--- src/design/pbmux_regs.vh ---
// register map, field positions, reset values and clock-select codes of the port b function mux
`ifndef PBMUX_REGS_VH
`define PBMUX_REGS_VH
// register byte offsets
`define PBMUX_PORT_DATA     8'h00
`define PBMUX_PORT_DIR      8'h04
`define PBMUX_PIN_IN        8'h08
`define PBMUX_IRQ_MASK      8'h0c
`define PBMUX_TIMER_CTRL    8'h10
`define PBMUX_TIMER_ONE     8'h14
`define PBMUX_CLOCK_CFG     8'h18
`define PBMUX_STATUS        8'h1c
`define PBMUX_PIN_FLAGS     8'h20
// general_irq_mask_reg fields
`define PBMUX_IRQ_GLOBAL    0
`define PBMUX_IRQ_GRP_ZERO  4
`define PBMUX_IRQ_GRP_ONE   5
`define PBMUX_IRQ_EXT_ZERO  6
// timer_zero_control_reg fields
`define PBMUX_TMR_CS1       1
`define PBMUX_TMR_CS2       2
`define PBMUX_TMR_LOWLEVEL  3
// timer one control fields
`define PBMUX_T1_OC_A       0
`define PBMUX_T1_OC_B       1
`define PBMUX_T1_PWM_A      2
`define PBMUX_T1_PWM_B      3
`define PBMUX_T1_USI        4
// clock config: clock source codes, reset-disable fuse bit
`define PBMUX_CLK_FIELD_W   2
`define PBMUX_CLK_RC        2'h0
`define PBMUX_CLK_EXT       2'h1
`define PBMUX_CLK_PLL       2'h2
`define PBMUX_CLK_XTAL      2'h3
`define PBMUX_CFG_FUSE      4
// status fields
`define PBMUX_ST_SLEEP      0
`define PBMUX_ST_GRP0_FLAG  1
`define PBMUX_ST_GRP1_FLAG  2
// reset values
`define PBMUX_RST_BYTE      8'h00
`define PBMUX_RST_CLKCFG    8'h10
// synchroniser reset: reset pin idles high, so no false reset after release
`define PBMUX_RST_SYNC      8'h80
// axi responses
`define PBMUX_RESP_OKAY     2'h0
`define PBMUX_RESP_SLVERR   2'h2
`endif

--- src/design/pbmux_top.v ---
// port b alternate-function mux with axi4-lite register access
//
// The address map and the AXI4-Lite slave port were decided locally.
`timescale 1ns/1ps
`include "pbmux_regs.vh"

module pbmux_top (
    // clock and reset
    input  wire        aclk,
    input  wire        aresetn,
    // axi4-lite write address
    input  wire [7:0]  s_axi_awaddr,
    input  wire        s_axi_awvalid,
    output reg         s_axi_awready,
    // axi4-lite write data
    input  wire [31:0] s_axi_wdata,
    input  wire [3:0]  s_axi_wstrb,
    input  wire        s_axi_wvalid,
    output reg         s_axi_wready,
    // axi4-lite write response
    output reg  [1:0]  s_axi_bresp,
    output reg         s_axi_bvalid,
    input  wire        s_axi_bready,
    // axi4-lite read address
    input  wire [7:0]  s_axi_araddr,
    input  wire        s_axi_arvalid,
    output reg         s_axi_arready,
    // axi4-lite read data
    output reg  [31:0] s_axi_rdata,
    output reg  [1:0]  s_axi_rresp,
    output reg         s_axi_rvalid,
    input  wire        s_axi_rready,
    // port pins
    input  wire [7:0]  pin_in,
    output reg  [7:0]  pin_out,
    output reg  [7:0]  pin_oe,
    output reg  [7:0]  pin_pullup,
    // peripheral side
    input  wire        sleep_mode,
    input  wire        timer_one_compare_a_out,
    input  wire        timer_one_compare_b_out,
    input  wire        usi_clock_out,
    input  wire        usi_data_out,
    output reg         external_irq_zero,
    output reg         timer_zero_ext_clock,
    output reg         usi_serial_in,
    output reg         ext_reset_n,
    output reg         pin_change_group_zero,
    output reg         pin_change_group_one,
    output reg  [7:0]  digital_in_enable
);

////////////////////////////////////////////////////////////////////////////////
// registers
reg [7:0] port_data;
reg [7:0] port_dir;
reg [7:0] general_irq_mask_reg;
reg [7:0] timer_zero_control_reg;
reg [7:0] timer_one_ctrl;
reg [7:0] clock_cfg;
reg [7:0] pin_flags;
reg [7:0] sync_a;
reg [7:0] sync_b;
reg [7:0] sync_c;
reg [7:0] pin_level;
reg [7:0] aw_addr;
reg       aw_held;
reg [31:0] w_data;
reg [3:0] w_strb;
reg       w_held;

wire [7:0] next_pin_level;
wire [7:0] pin_edge;

////////////////////////////////////////////////////////////////////////////////
// alternate-function decode
wire reset_pin_disable_fuse = clock_cfg[`PBMUX_CFG_FUSE];
wire [1:0] clk_src = clock_cfg[`PBMUX_CLK_FIELD_W-1:0];
wire reset_use = reset_pin_disable_fuse;
wire timer_zero_clksel_bit2 = timer_zero_control_reg[`PBMUX_TMR_CS2];
wire timer_zero_clksel_bit1 = timer_zero_control_reg[`PBMUX_TMR_CS1];
wire t0_clk_use = timer_zero_clksel_bit2 & timer_zero_clksel_bit1;
wire external_irq_zero_use = general_irq_mask_reg[`PBMUX_IRQ_EXT_ZERO];
wire external_irq_zero_low = external_irq_zero_use & timer_zero_control_reg[`PBMUX_TMR_LOWLEVEL];
wire osc_out_use = (clk_src == `PBMUX_CLK_XTAL);
wire osc_in_use = (clk_src == `PBMUX_CLK_XTAL) | (clk_src == `PBMUX_CLK_EXT);
wire usi_on = timer_one_ctrl[`PBMUX_T1_USI];
wire oc_b_use = timer_one_ctrl[`PBMUX_T1_OC_B] | timer_one_ctrl[`PBMUX_T1_PWM_B];
wire oc_a_use = timer_one_ctrl[`PBMUX_T1_OC_A] | timer_one_ctrl[`PBMUX_T1_PWM_A];
wire inv_b_use = timer_one_ctrl[`PBMUX_T1_PWM_B] & ~usi_on;
wire inv_a_use = timer_one_ctrl[`PBMUX_T1_PWM_A] & ~usi_on;

// per-pin mask of pin change by an active alternate function
wire [7:0] pc_mask = {reset_use,
                      external_irq_zero_low | t0_clk_use,
                      osc_out_use,
                      osc_in_use,
                      oc_b_use & port_dir[3],
                      inv_b_use | usi_on,
                      oc_a_use | usi_on,
                      inv_a_use | usi_on};
wire global_en = general_irq_mask_reg[`PBMUX_IRQ_GLOBAL];
wire [7:0] grp_en = {{4{general_irq_mask_reg[`PBMUX_IRQ_GRP_ONE]}},
                     {4{general_irq_mask_reg[`PBMUX_IRQ_GRP_ZERO]}}};
wire [7:0] pc_en = {8{global_en}} & grp_en & ~pc_mask;

// digital input enable: off under reset use, kept on in sleep when needed
wire [7:0] next_die;
assign next_die[7] = ~reset_use & (~sleep_mode | pc_en[7]);
assign next_die[6] = ~sleep_mode | pc_en[6] | external_irq_zero_use | t0_clk_use;
assign next_die[5] = ~osc_out_use & (~sleep_mode | pc_en[5]);
assign next_die[4] = ~osc_in_use & (~sleep_mode | pc_en[4]) | (clk_src == `PBMUX_CLK_EXT);
assign next_die[3:0] = ~{4{sleep_mode}} | pc_en[3:0];

// output overrides; pwm and compare use the direction bit as set by software
reg [7:0] next_out;
reg [7:0] next_oe;
reg [7:0] next_pu;
always @* begin
    next_out = port_data;
    next_oe  = port_dir;
    next_pu  = port_data & ~port_dir;
    if (reset_use) begin
        next_oe[7] = 1'b0;
        next_pu[7] = 1'b1;
    end
    if (osc_out_use) begin
        next_oe[5] = 1'b0;
        next_pu[5] = 1'b0;
    end
    if (osc_in_use) begin
        next_oe[4] = 1'b0;
        next_pu[4] = 1'b0;
    end
    if (oc_b_use)
        next_out[3] = timer_one_compare_b_out;
    if (usi_on) begin
        next_out[2] = usi_clock_out;
        next_out[1] = usi_data_out;
    end else begin
        if (inv_b_use)
            next_out[2] = ~timer_one_compare_b_out;
        if (oc_a_use)
            next_out[1] = timer_one_compare_a_out;
        if (inv_a_use)
            next_out[0] = ~timer_one_compare_a_out;
    end
end

////////////////////////////////////////////////////////////////////////////////
// pin synchroniser: change counts when second and third stages agree
assign next_pin_level = ((sync_b == sync_c) ? sync_b : pin_level) & next_die;
// an input buffer switching on is not a pin change
assign pin_edge = (next_pin_level ^ pin_level) & pc_en & digital_in_enable;

always @(posedge aclk) begin
    if (!aresetn) begin
        sync_a    <= `PBMUX_RST_SYNC;
        sync_b    <= `PBMUX_RST_SYNC;
        sync_c    <= `PBMUX_RST_SYNC;
        pin_level <= `PBMUX_RST_BYTE;
    end else begin
        sync_a    <= pin_in;
        sync_b    <= sync_a;
        sync_c    <= sync_b;
        pin_level <= next_pin_level;
    end
end

////////////////////////////////////////////////////////////////////////////////
// outputs to pins and peripherals
always @(posedge aclk) begin
    if (!aresetn) begin
        pin_out               <= `PBMUX_RST_BYTE;
        pin_oe                <= `PBMUX_RST_BYTE;
        pin_pullup            <= `PBMUX_RST_BYTE;
        digital_in_enable     <= `PBMUX_RST_BYTE;
        external_irq_zero     <= 1'b0;
        timer_zero_ext_clock  <= 1'b0;
        usi_serial_in         <= 1'b0;
        ext_reset_n           <= 1'b1;
        pin_change_group_zero <= 1'b0;
        pin_change_group_one  <= 1'b0;
    end else begin
        pin_out               <= next_out;
        pin_oe                <= next_oe;
        pin_pullup            <= next_pu;
        digital_in_enable     <= next_die;
        external_irq_zero     <= external_irq_zero_use & pin_level[6];
        timer_zero_ext_clock  <= t0_clk_use & pin_level[6];
        usi_serial_in         <= pin_level[0];
        ext_reset_n           <= reset_use ? sync_c[7] : 1'b1;
        pin_change_group_zero <= |pin_edge[3:0];
        pin_change_group_one  <= |pin_edge[7:4];
    end
end

////////////////////////////////////////////////////////////////////////////////
// axi4-lite slave: address and data taken in either order, answer next cycle
wire wr_go = aw_held & w_held & ~s_axi_bvalid;
wire [7:0] wr_mask = {{4{w_strb[0]}}, {4{w_strb[0]}}};
wire wr_map = (aw_addr <= `PBMUX_PIN_FLAGS) && (aw_addr[1:0] == 2'h0) && (aw_addr != `PBMUX_PIN_IN)
              && (aw_addr != `PBMUX_STATUS);
reg [7:0] rd_byte;
reg       rd_ok;
always @* begin
    rd_ok = 1'b1;
    case (s_axi_araddr)
        `PBMUX_PORT_DATA:  rd_byte = port_data;
        `PBMUX_PORT_DIR:   rd_byte = port_dir;
        `PBMUX_PIN_IN:     rd_byte = pin_level;
        `PBMUX_IRQ_MASK:   rd_byte = general_irq_mask_reg;
        `PBMUX_TIMER_CTRL: rd_byte = timer_zero_control_reg;
        `PBMUX_TIMER_ONE:  rd_byte = timer_one_ctrl;
        `PBMUX_CLOCK_CFG:  rd_byte = clock_cfg;
        `PBMUX_STATUS:     rd_byte = {5'h00, |pin_flags[7:4], |pin_flags[3:0], sleep_mode};
        `PBMUX_PIN_FLAGS:  rd_byte = pin_flags;
        default: begin
            rd_byte = `PBMUX_RST_BYTE;
            rd_ok   = 1'b0;
        end
    endcase
end

always @(posedge aclk) begin
    if (!aresetn) begin
        s_axi_awready          <= 1'b0;
        s_axi_wready           <= 1'b0;
        s_axi_bvalid           <= 1'b0;
        s_axi_bresp            <= `PBMUX_RESP_OKAY;
        s_axi_arready          <= 1'b0;
        s_axi_rvalid           <= 1'b0;
        s_axi_rresp            <= `PBMUX_RESP_OKAY;
        s_axi_rdata            <= 32'h0000_0000;
        aw_held                <= 1'b0;
        w_held                 <= 1'b0;
        aw_addr                <= 8'h00;
        w_data                 <= 32'h0000_0000;
        w_strb                 <= 4'h0;
        port_data              <= `PBMUX_RST_BYTE;
        port_dir               <= `PBMUX_RST_BYTE;
        general_irq_mask_reg   <= `PBMUX_RST_BYTE;
        timer_zero_control_reg <= `PBMUX_RST_BYTE;
        timer_one_ctrl         <= `PBMUX_RST_BYTE;
        clock_cfg              <= `PBMUX_RST_CLKCFG;
        pin_flags              <= `PBMUX_RST_BYTE;
    end else begin
        s_axi_awready <= ~aw_held & ~s_axi_awready & s_axi_awvalid;
        s_axi_wready  <= ~w_held & ~s_axi_wready & s_axi_wvalid;
        if (s_axi_awvalid & s_axi_awready) begin
            aw_held <= 1'b1;
            aw_addr <= s_axi_awaddr;
        end
        if (s_axi_wvalid & s_axi_wready) begin
            w_held <= 1'b1;
            w_data <= s_axi_wdata;
            w_strb <= s_axi_wstrb;
        end
        // sticky per-pin flags; a new edge wins over a write-one clear
        pin_flags <= (pin_flags & ~((wr_go && aw_addr == `PBMUX_PIN_FLAGS && w_strb[0]) ?
                     w_data[7:0] : 8'h00)) | pin_edge;
        if (wr_go) begin
            aw_held      <= 1'b0;
            w_held       <= 1'b0;
            s_axi_bvalid <= 1'b1;
            s_axi_bresp  <= wr_map ? `PBMUX_RESP_OKAY : `PBMUX_RESP_SLVERR;
            if (w_strb[0]) begin
                case (aw_addr)
                    `PBMUX_PORT_DATA:  port_data <= w_data[7:0];
                    `PBMUX_PORT_DIR:   port_dir <= w_data[7:0];
                    `PBMUX_IRQ_MASK:   general_irq_mask_reg <= w_data[7:0];
                    `PBMUX_TIMER_CTRL: timer_zero_control_reg <= w_data[7:0];
                    `PBMUX_TIMER_ONE:  timer_one_ctrl <= w_data[7:0];
                    `PBMUX_CLOCK_CFG:  clock_cfg <= w_data[7:0] & wr_mask | 8'h00;
                    default: ;
                endcase
            end
        end else if (s_axi_bvalid & s_axi_bready) begin
            s_axi_bvalid <= 1'b0;
        end
        s_axi_arready <= ~s_axi_arready & ~s_axi_rvalid & s_axi_arvalid;
        if (s_axi_arvalid & s_axi_arready) begin
            s_axi_rvalid <= 1'b1;
            s_axi_rdata  <= {24'h000000, rd_byte};
            s_axi_rresp  <= rd_ok ? `PBMUX_RESP_OKAY : `PBMUX_RESP_SLVERR;
        end else if (s_axi_rvalid & s_axi_rready) begin
            s_axi_rvalid <= 1'b0;
        end
    end
end

endmodule // pbmux_top

--- config.mk ---
export PLATFORM = sky130hd
export DESIGN_NAME = pbmux_top
export DESIGN_NICKNAME = d
export VERILOG_FILES = /design/src/design/pbmux_top.v
export VERILOG_INCLUDE_DIRS = /design/src /design/src/design
export SDC_FILE = /design/constraint.sdc
export NUM_CORES = 1
export LEC_CHECK = 0
export BUFFER_PORTS_ARGS = -buffer_cell sky130_fd_sc_hd__buf_2
export CORE_MARGIN = 1.5
export CORE_UTILIZATION = 54
export CTS_CLUSTER_SIZE = 12
export DETAILED_ROUTE_END_ITERATION = 8
export GPL_ROUTABILITY_DRIVEN = 0
export PLACE_DENSITY = 0.88
export SLEW_MARGIN = 0
export SYNTH_ARGS = -nofsm -noshare
export SYNTH_HDL_FRONTEND = slang
export SYNTH_SLANG_ARGS = --single-unit
--- constraint.sdc ---
create_clock -name aclk -period 2 [get_ports aclk]
set_input_delay 0 -clock aclk [delete_from_list [all_inputs] [get_ports aclk]]
set_output_delay 0 -clock aclk [all_outputs]
set_load 0.01 [all_outputs]
==> summary.txt, run 1 <==
Status = finished clean
CTS buffer count = 17
RSZ-0062 raised after global routing = false
Clock-pin slew on the worst setup and hold paths = 0.06 ns
Yosys top cell by area = dfxtp_1
Most frequent cells in the layout = 160 x dfxtp_1, 97 x buf_2, 74 x nor2_1, 64 x nand2_1, 63 x mux2i_1
Diodes inserted = 0
CP arrival = 2.20 ns
Fin. Hold Viols = 0
Die span in y = 114 µm
Leak = 0.00335 µW
Startpoint Class = register
Largest net degree at the start of global routing = 31
Worst-skew pair later-pin latency = 0.42 ns
Gr ovfl total = 0
DP Area = 7190 µm²
# port buffers = 97
Final wirelength = 16.7 mm
CP endpoint kind = register
# DRC = 0
Fill count = 891
Ys async rst share = 0
Post-synthesis area per instance = 9.55 µm²
Nets = 909
CP top delay family = simple AND/OR/NAND/NOR gates
Avg WL per Cell = 16.8 µm
CP max stage cell = and3b_1
Setup slack, reg-to-reg = 0.10 ns
Peak VDD IR = 0.613 mV
Design Power = 6940 µW
Clock Tree Root = clkbuf_16
Die area = 12900 µm²
Reg2reg end = port_data[3]
Hold-fix buffers, CTS = 47
Reg2reg path depth = 6
Hold path cells = 4
Drt initial violations = 523
CTS tree = built
WHS = 0.193 ns
First-pass iteration count of the detailed router = 5
DPL Wire Length = 10.8 mm
Worst reg2reg path startpoint = w_held
Synth area leaders = dfxtp_1 48%, mux2i_1 9.5%, nor2_1 4.2%, nand2_1 3.6%, and2_1 3.2%
Design area = 8250 µm²
Layout cells sized above 1 = 0.208
Number of synthesized flops with an enable pin = 0
Required @ worst endpoint = 2.30 ns
Hold_sp = s_axi_araddr[5]
Post-synthesis cell count = 694
Vias in the first global route = 5294
Setup TNS = 0 ns
Crit path largest cell delay = 0.38 ns
Initial core utilization = 0.552
Final worst-path cycle share = 0.950
# setup viols final = 0
Most used flip-flop cell after synthesis = dfxtp_1
Ports = 151
Seq cells post-synth = 160
Fmax = 527 MHz
Die X = 114 µm
Clock Tree Buf Depth = 2
CTS sink count = 160
Slew Viols, Final = 0
Pwr dens = 842 nW/µm²
Syn-to-layout area delta = 24.5%
Seq/Total Area, Yosys = 0.483
Clock Skews = 0.00438 ns
Worst path bufs/invs = 1
Core area = 12000 µm²
Min-Delay Path Class = in2reg
Synth unique cells = 62
GRT Overall Usage = 0.265
First-pass GRT wire length = 26.4 mm
Total of warnings raised by yosys = 0
Setup repair bufs after CTS = 0
Via density per instance = 5.57
Crit. Startpoint = w_held
Antenna Violating Nets Remaining = 0
Total number of vias = 5545
WS Path Type = reg2reg
Cells along the critical path = and3b_1 > nand3_4 > nor4_4 > buf_4 > mux2i_1 > nor2_1
CTS H-tree lvls = 4
Most common library cell in the layout ignoring fill and taps = dfxtp_1
Row count = 40
Initial antenna violation count = 0
Post-CTS Resized = 0
Minimum clock period = 1.90 ns
Hold endpoint = s_axi_rdata[7]
Largest fanout on the critical path = 8
Max-cap viol count = 0
Cell Area, Synth = 6630 µm²
Top cell type's share of synthesized area = 0.483
## cell families (layout without fill, tap and decap cells)
logic type / count (synthesis) / in the layout / synth area share
simple gates: 265 / 265 / 0.217
mux: 69 / 69 / 0.114
compound gates: 108 / 108 / 0.105
flops: 160 / 160 / 0.483
buf+inv: 76 / 206 / 0.0606
other cells: 1 / 26 / 0.000566
xor+xnor: 15 / 15 / 0.0198
## power by group
part	internal, µW	switching (µW)
registers	3240	51.1
clock network	1980	1230
logic	194	252
## layer usage
| metal | up-vias | GRT usage | share of wire | wire length [µm] |
|---|---|---|---|---|
| met5 | - | 0 | 0 | 0 |
| met4 | 0 | 0.133 | 0.035 | 579 |
| met3 | 48 | 0.0701 | 0.074 | 1240 |
| met2 | 279 | 0.425 | 0.48 | 7960 |
| met1 | 2600 | 0.331 | 0.42 | 6950 |
| li1 | 2618 | - | - | - |
## worst max-delay path by stage
stage,depth (start not counted),endpoint
CTS,5,clock_cfg[4]
finish,6,port_data[3]
global route,5,clock_cfg[4]
detailed placement,5,clock_cfg[4]
global placement,5,clock_cfg[4]
floorplan,6,general_irq_mask_reg[7]
## area by class of cell
cell class                 count  area (µm²)  share of cell area
clock buffer                  21         450              0.0546
clock inverter                10         136              0.0165
inverter                       8        30.0             0.00364
multi-input combinational    483        3120               0.378
sequential                   160        3200               0.388
tap                          147         184              0.0223
timing repair buffer         167        1130               0.137
## tightest hold or removal path, stage by stage
cell and delay (ns):
buf_2 0.19, o22ai_1 0.19, a32oi_1 0.08, o21ai_1 0.11
## metrics by stage
| step | util | cells | worst slack [ns] |
|---|---|---|---|
| after floorplan | - | 719 | 0.246 |
| after global placement | 0.599 | 918 | 0.212 |
| after detailed placement | 0.599 | 918 | 0.157 |
| after CTS | 0.687 | 996 | 0.142 |
| after global routing | 0.687 | 996 | 0.0203 |
| final | 0.687 | 996 | 0.101 |
## synth_stat cells, drive strengths merged (2+ instances only)
cell	number
a211oi	3
a21boi	15
a21o	2
a21oi	41
a22oi	4
a32o	2
a32oi	2
a41oi	2
and2	34
and3	2
and3b	2
buf	42
clkbuf	26
dfxtp	160
inv	8
mux2i	63
mux4	5
nand2	65
nand2b	9
nand3	21
nand3b	8
nor2	77
nor2b	5
nor3	14
nor3b	3
nor4	10
nor4b	2
o211ai	2
o21a	10
o21ai	13
o22ai	3
o2bb2ai	2
or3	5
or3b	3
or4	2
xnor2	3
xor2	12
Power figures use the tool's default switching activity.
==> run 2: changes to the inputs <==
Settings changed: ABC_AREA set to 1, CORE_UTILIZATION 54 to 56, CTS_BUF_LIST set to sky130_fd_sc_hd__clkbuf_2 sky130_fd_sc_hd__clkbuf_4 sky130_fd_sc_hd__clkbuf_8, PLACE_DENSITY 0.88 to 0.9.
==> run 2 against run 1 <==
Compared with the run above:
- utilization grew 1.9 points
- first-iteration DRC count grew 21%
- sequential share of layout area grew 0.74 points
- via count grew 12%
- cell area shrank 1.9%
- clock power shrank 17%
- worst hold slack lost 0.099 ns
- sequential power is essentially flat
- cell count grew 16%
- largest power group unchanged
==> summary.txt, run 2 <==
Setup TNS = 0 ns (unchanged)
Required @ worst endpoint = 2.32 ns (was 2.30 ns)
Synth area leaders = dfxtp_1 48%, nand2_1 9.4%, a21oi_1 7.2%, o21ai_0 5.8%, inv_1 5.5% (was dfxtp_1 48%, mux2i_1 9.5%, nor2_1 4.2%, nand2_1 3.6%, and2_1 3.2%)
Post-synthesis area per instance = 7.79 µm² (was 9.55 µm²)
Fin. Hold Viols = 0 (unchanged)
Yosys top cell by area = dfxtp_1 (unchanged)
Pwr dens = 804 nW/µm² (was 842 nW/µm²)
GRT Overall Usage = 0.277 (was 0.265)
Ports = 151 (unchanged)
Status = finished clean (unchanged)
Reg2reg path depth = 6 (unchanged)
RSZ-0062 raised after global routing = false (unchanged)
Synth unique cells = 40 (was 62)
Gr ovfl total = 0 (unchanged)
Nets = 1070 (was 909)
Total of warnings raised by yosys = 0 (unchanged)
Most used flip-flop cell after synthesis = dfxtp_1 (unchanged)
Minimum clock period = 1.77 ns (was 1.90 ns)
Seq cells post-synth = 160 (unchanged)
Antenna Violating Nets Remaining = 0 (unchanged)
Hold path cells = 5 (was 4)
Worst-skew pair later-pin latency = 0.46 ns (was 0.42 ns)
Core area = 11500 µm² (was 12000 µm²)
Via density per instance = 5.38 (was 5.57)
Commonest cells post-synth = 165 x nand2_1, 160 x dfxtp_1, 97 x inv_1, 95 x a21oi_1, 77 x o21ai_0 (was 160 x dfxtp_1, 74 x nor2_1, 64 x nand2_1, 63 x mux2i_1, 41 x a21oi_1)
Drt initial violations = 634 (was 523)
Seq/Total Area, Yosys = 0.485 (was 0.483)
Peak VDD IR = 0.575 mV (was 0.613 mV)
Final worst-path cycle share = 0.884 (was 0.950)
Post-synthesis cell count = 848 (was 694)
Die span in y = 112 µm (was 114 µm)
CTS buffer count = 17 (unchanged)
CP arrival = 2.09 ns (was 2.20 ns)
Hold_sp = s_axi_araddr[0] (was s_axi_araddr[5])
Largest net degree at the start of global routing = 89 (was 31)
Clock Tree Buf Depth = 2 (unchanged)
Number of synthesized flops with an enable pin = 0 (unchanged)
Hold endpoint = s_axi_rresp[1] (was s_axi_rdata[7])
Non-Filler Instances = 1153 (was 996)
Total number of vias = 6201 (was 5545)
Layout cells sized above 1 = 0.184 (was 0.208)
Die X = 112 µm (was 114 µm)
Diodes inserted = 0 (unchanged)
Design Power = 6510 µW (was 6940 µW)
Fmax = 565 MHz (was 527 MHz)
First-pass GRT wire length = 27.7 mm (was 26.4 mm)
Row count = 39 (was 40)
Syn-to-layout area delta = 22.5% (was 24.5%)
# DRC = 0 (unchanged)
CTS H-tree lvls = 4 (unchanged)
DP Cell Count = 1067 (was 918)
WS Path Type = reg2reg (unchanged)
DPL Wire Length = 11.2 mm (was 10.8 mm)
Design area = 8090 µm² (was 8250 µm²)
Slew Viols, Final = 0 (unchanged)
Final wirelength = 16.9 mm (was 16.7 mm)
Clock Skews = 0.0116 ns (was 0.00438 ns)
Top cell type's share of synthesized area = 0.485 (was 0.483)
Initial antenna violation count = 0 (unchanged)
First-pass iteration count of the detailed router = 5 (unchanged)
CTS sink count = 160 (unchanged)
Ys async rst share = 0 (unchanged)
Min-Delay Path Class = in2reg (unchanged)
CP endpoint kind = register (unchanged)
Max-cap viol count = 0 (unchanged)
Cell Area, Synth = 6610 µm² (was 6630 µm²)
CTS tree = built (unchanged)
Vias in the first global route = 5905 (was 5294)
Count leader, synth = nand2_1 (was dfxtp_1)
Setup slack, reg-to-reg = 0.23 ns (was 0.10 ns)
Most common library cell in the layout ignoring fill and taps = nand2_1 (was dfxtp_1)
Clock Tree Root = clkbuf_8 (was clkbuf_16)
DP Area = 7080 µm² (was 7190 µm²)
Most frequent cells in the layout = 165 x nand2_1, 160 x dfxtp_1, 97 x inv_1, 97 x buf_2, 95 x a21oi_1 (was 160 x dfxtp_1, 97 x buf_2, 74 x nor2_1, 64 x nand2_1, 63 x mux2i_1)
Largest fanout on the critical path = 8 (unchanged)
Startpoint Class = register (unchanged)
Clock-pin slew on the worst setup and hold paths = 0.08 ns (was 0.06 ns)
Fill count = 889 (was 891)
Avg WL per Cell = 14.7 µm (was 16.8 µm)
# setup viols final = 0 (unchanged)
Initial core utilization = 0.576 (was 0.552)
Worst reg2reg path startpoint = aw_addr[0] (was w_held)
Reg2reg end = pin_flags[5] (was port_data[3])
# port buffers = 97 (unchanged)
Leak = 0.00382 µW (was 0.00335 µW)
Die area = 12500 µm² (was 12900 µm²)
## run 2: report_power, final
group | internal (µW) | switching [µW] | total [µW] | leakage, µW
Clock | 1550 | 1130 | 2680 | 0.000232
Combinational | 211 | 330 | 541 | 0.00229
Sequential | 3250 | 38.9 | 3280 | 0.00130
## run 2: cell families (layout without fill, tap and decap cells)
kind of cell | count (synthesis) | after routing | share of synthesized area
AOI/OAI and AO/OA | 203 | 203 | 0.163
xor gates and xnor gates | 5 | 5 | 0.00663
buffers and inverters | 160 | 297 | 0.113
DFF | 160 | 160 | 0.485
other | 1 | 26 | 0.000568
and+or+nand+nor | 319 | 319 | 0.231
## run 2: timing repair
item                                   in CTS  in global routing
setup endpoints to repair                   0                  1
hold buffers                               55                  0
resized for setup                           0                  1
setup buffers                               0                  0
endpoints found under the hold margin      41                  0
## run 2: critical path: stages (launching register included)
cell and delay [ns]:
dfxtp_1 0.34, nor2_1 0.25, nand3_2 0.11, nor3_1 0.22, nand2_1 0.31, o21ai_0 0.30, a21oi_1 0.11
## run 2: routing by layer
layer | vias to the layer above | routed length (µm) | GRT usage
li1 | 2999 | - | -
met3 | 52 | 1350 | 0.0604
met2 | 317 | 8350 | 0.465
met4 | 0 | 559 | 0.134
met1 | 2833 | 6660 | 0.339
met5 | - | 0 | 0
## run 2: final cells by class
type                            instances  area (µm²)  area share
Sequential cell                       160        3200       0.396
Clock inverter                         11         186      0.0230
Inverter                              108         408      0.0504
Multi-Input combinational cell        553        2760       0.340
Tap cell                              143         179      0.0221
Clock buffer                           20         269      0.0332
Timing Repair Buffer                  158        1090       0.135
## run 2: worst max-delay path by stage
stage	from	endpoint	slack [ns]	cells past startpoint
final	aw_addr[0]	pin_flags[5]	0.23	6
after global routing	sync_c[7]	pin_change_group_one	0.07	10
after CTS	sync_c[7]	pin_change_group_one	0.22	10
after detailed placement	sync_c[7]	pin_change_group_one	0.27	10
after global placement	sync_c[7]	pin_change_group_one	0.34	10
after floorplan	sync_b[6]	pin_change_group_zero	0.58	10
## run 2: through the flow
| step | utilization | hold WS (ns) | setup WS (ns) |
|---|---|---|---|
| 2_1_floorplan | - | 0.0976 | 0.578 |
| 3_3_place_gp | 0.618 | 0.183 | 0.337 |
| 3_5_place_dp | 0.618 | 0.188 | 0.266 |
| 4_1_cts | 0.705 | 0.0695 | 0.217 |
| 5_1_grt | 0.706 | 0.132 | 0.0695 |
| 6_report | 0.706 | 0.0932 | 0.231 |
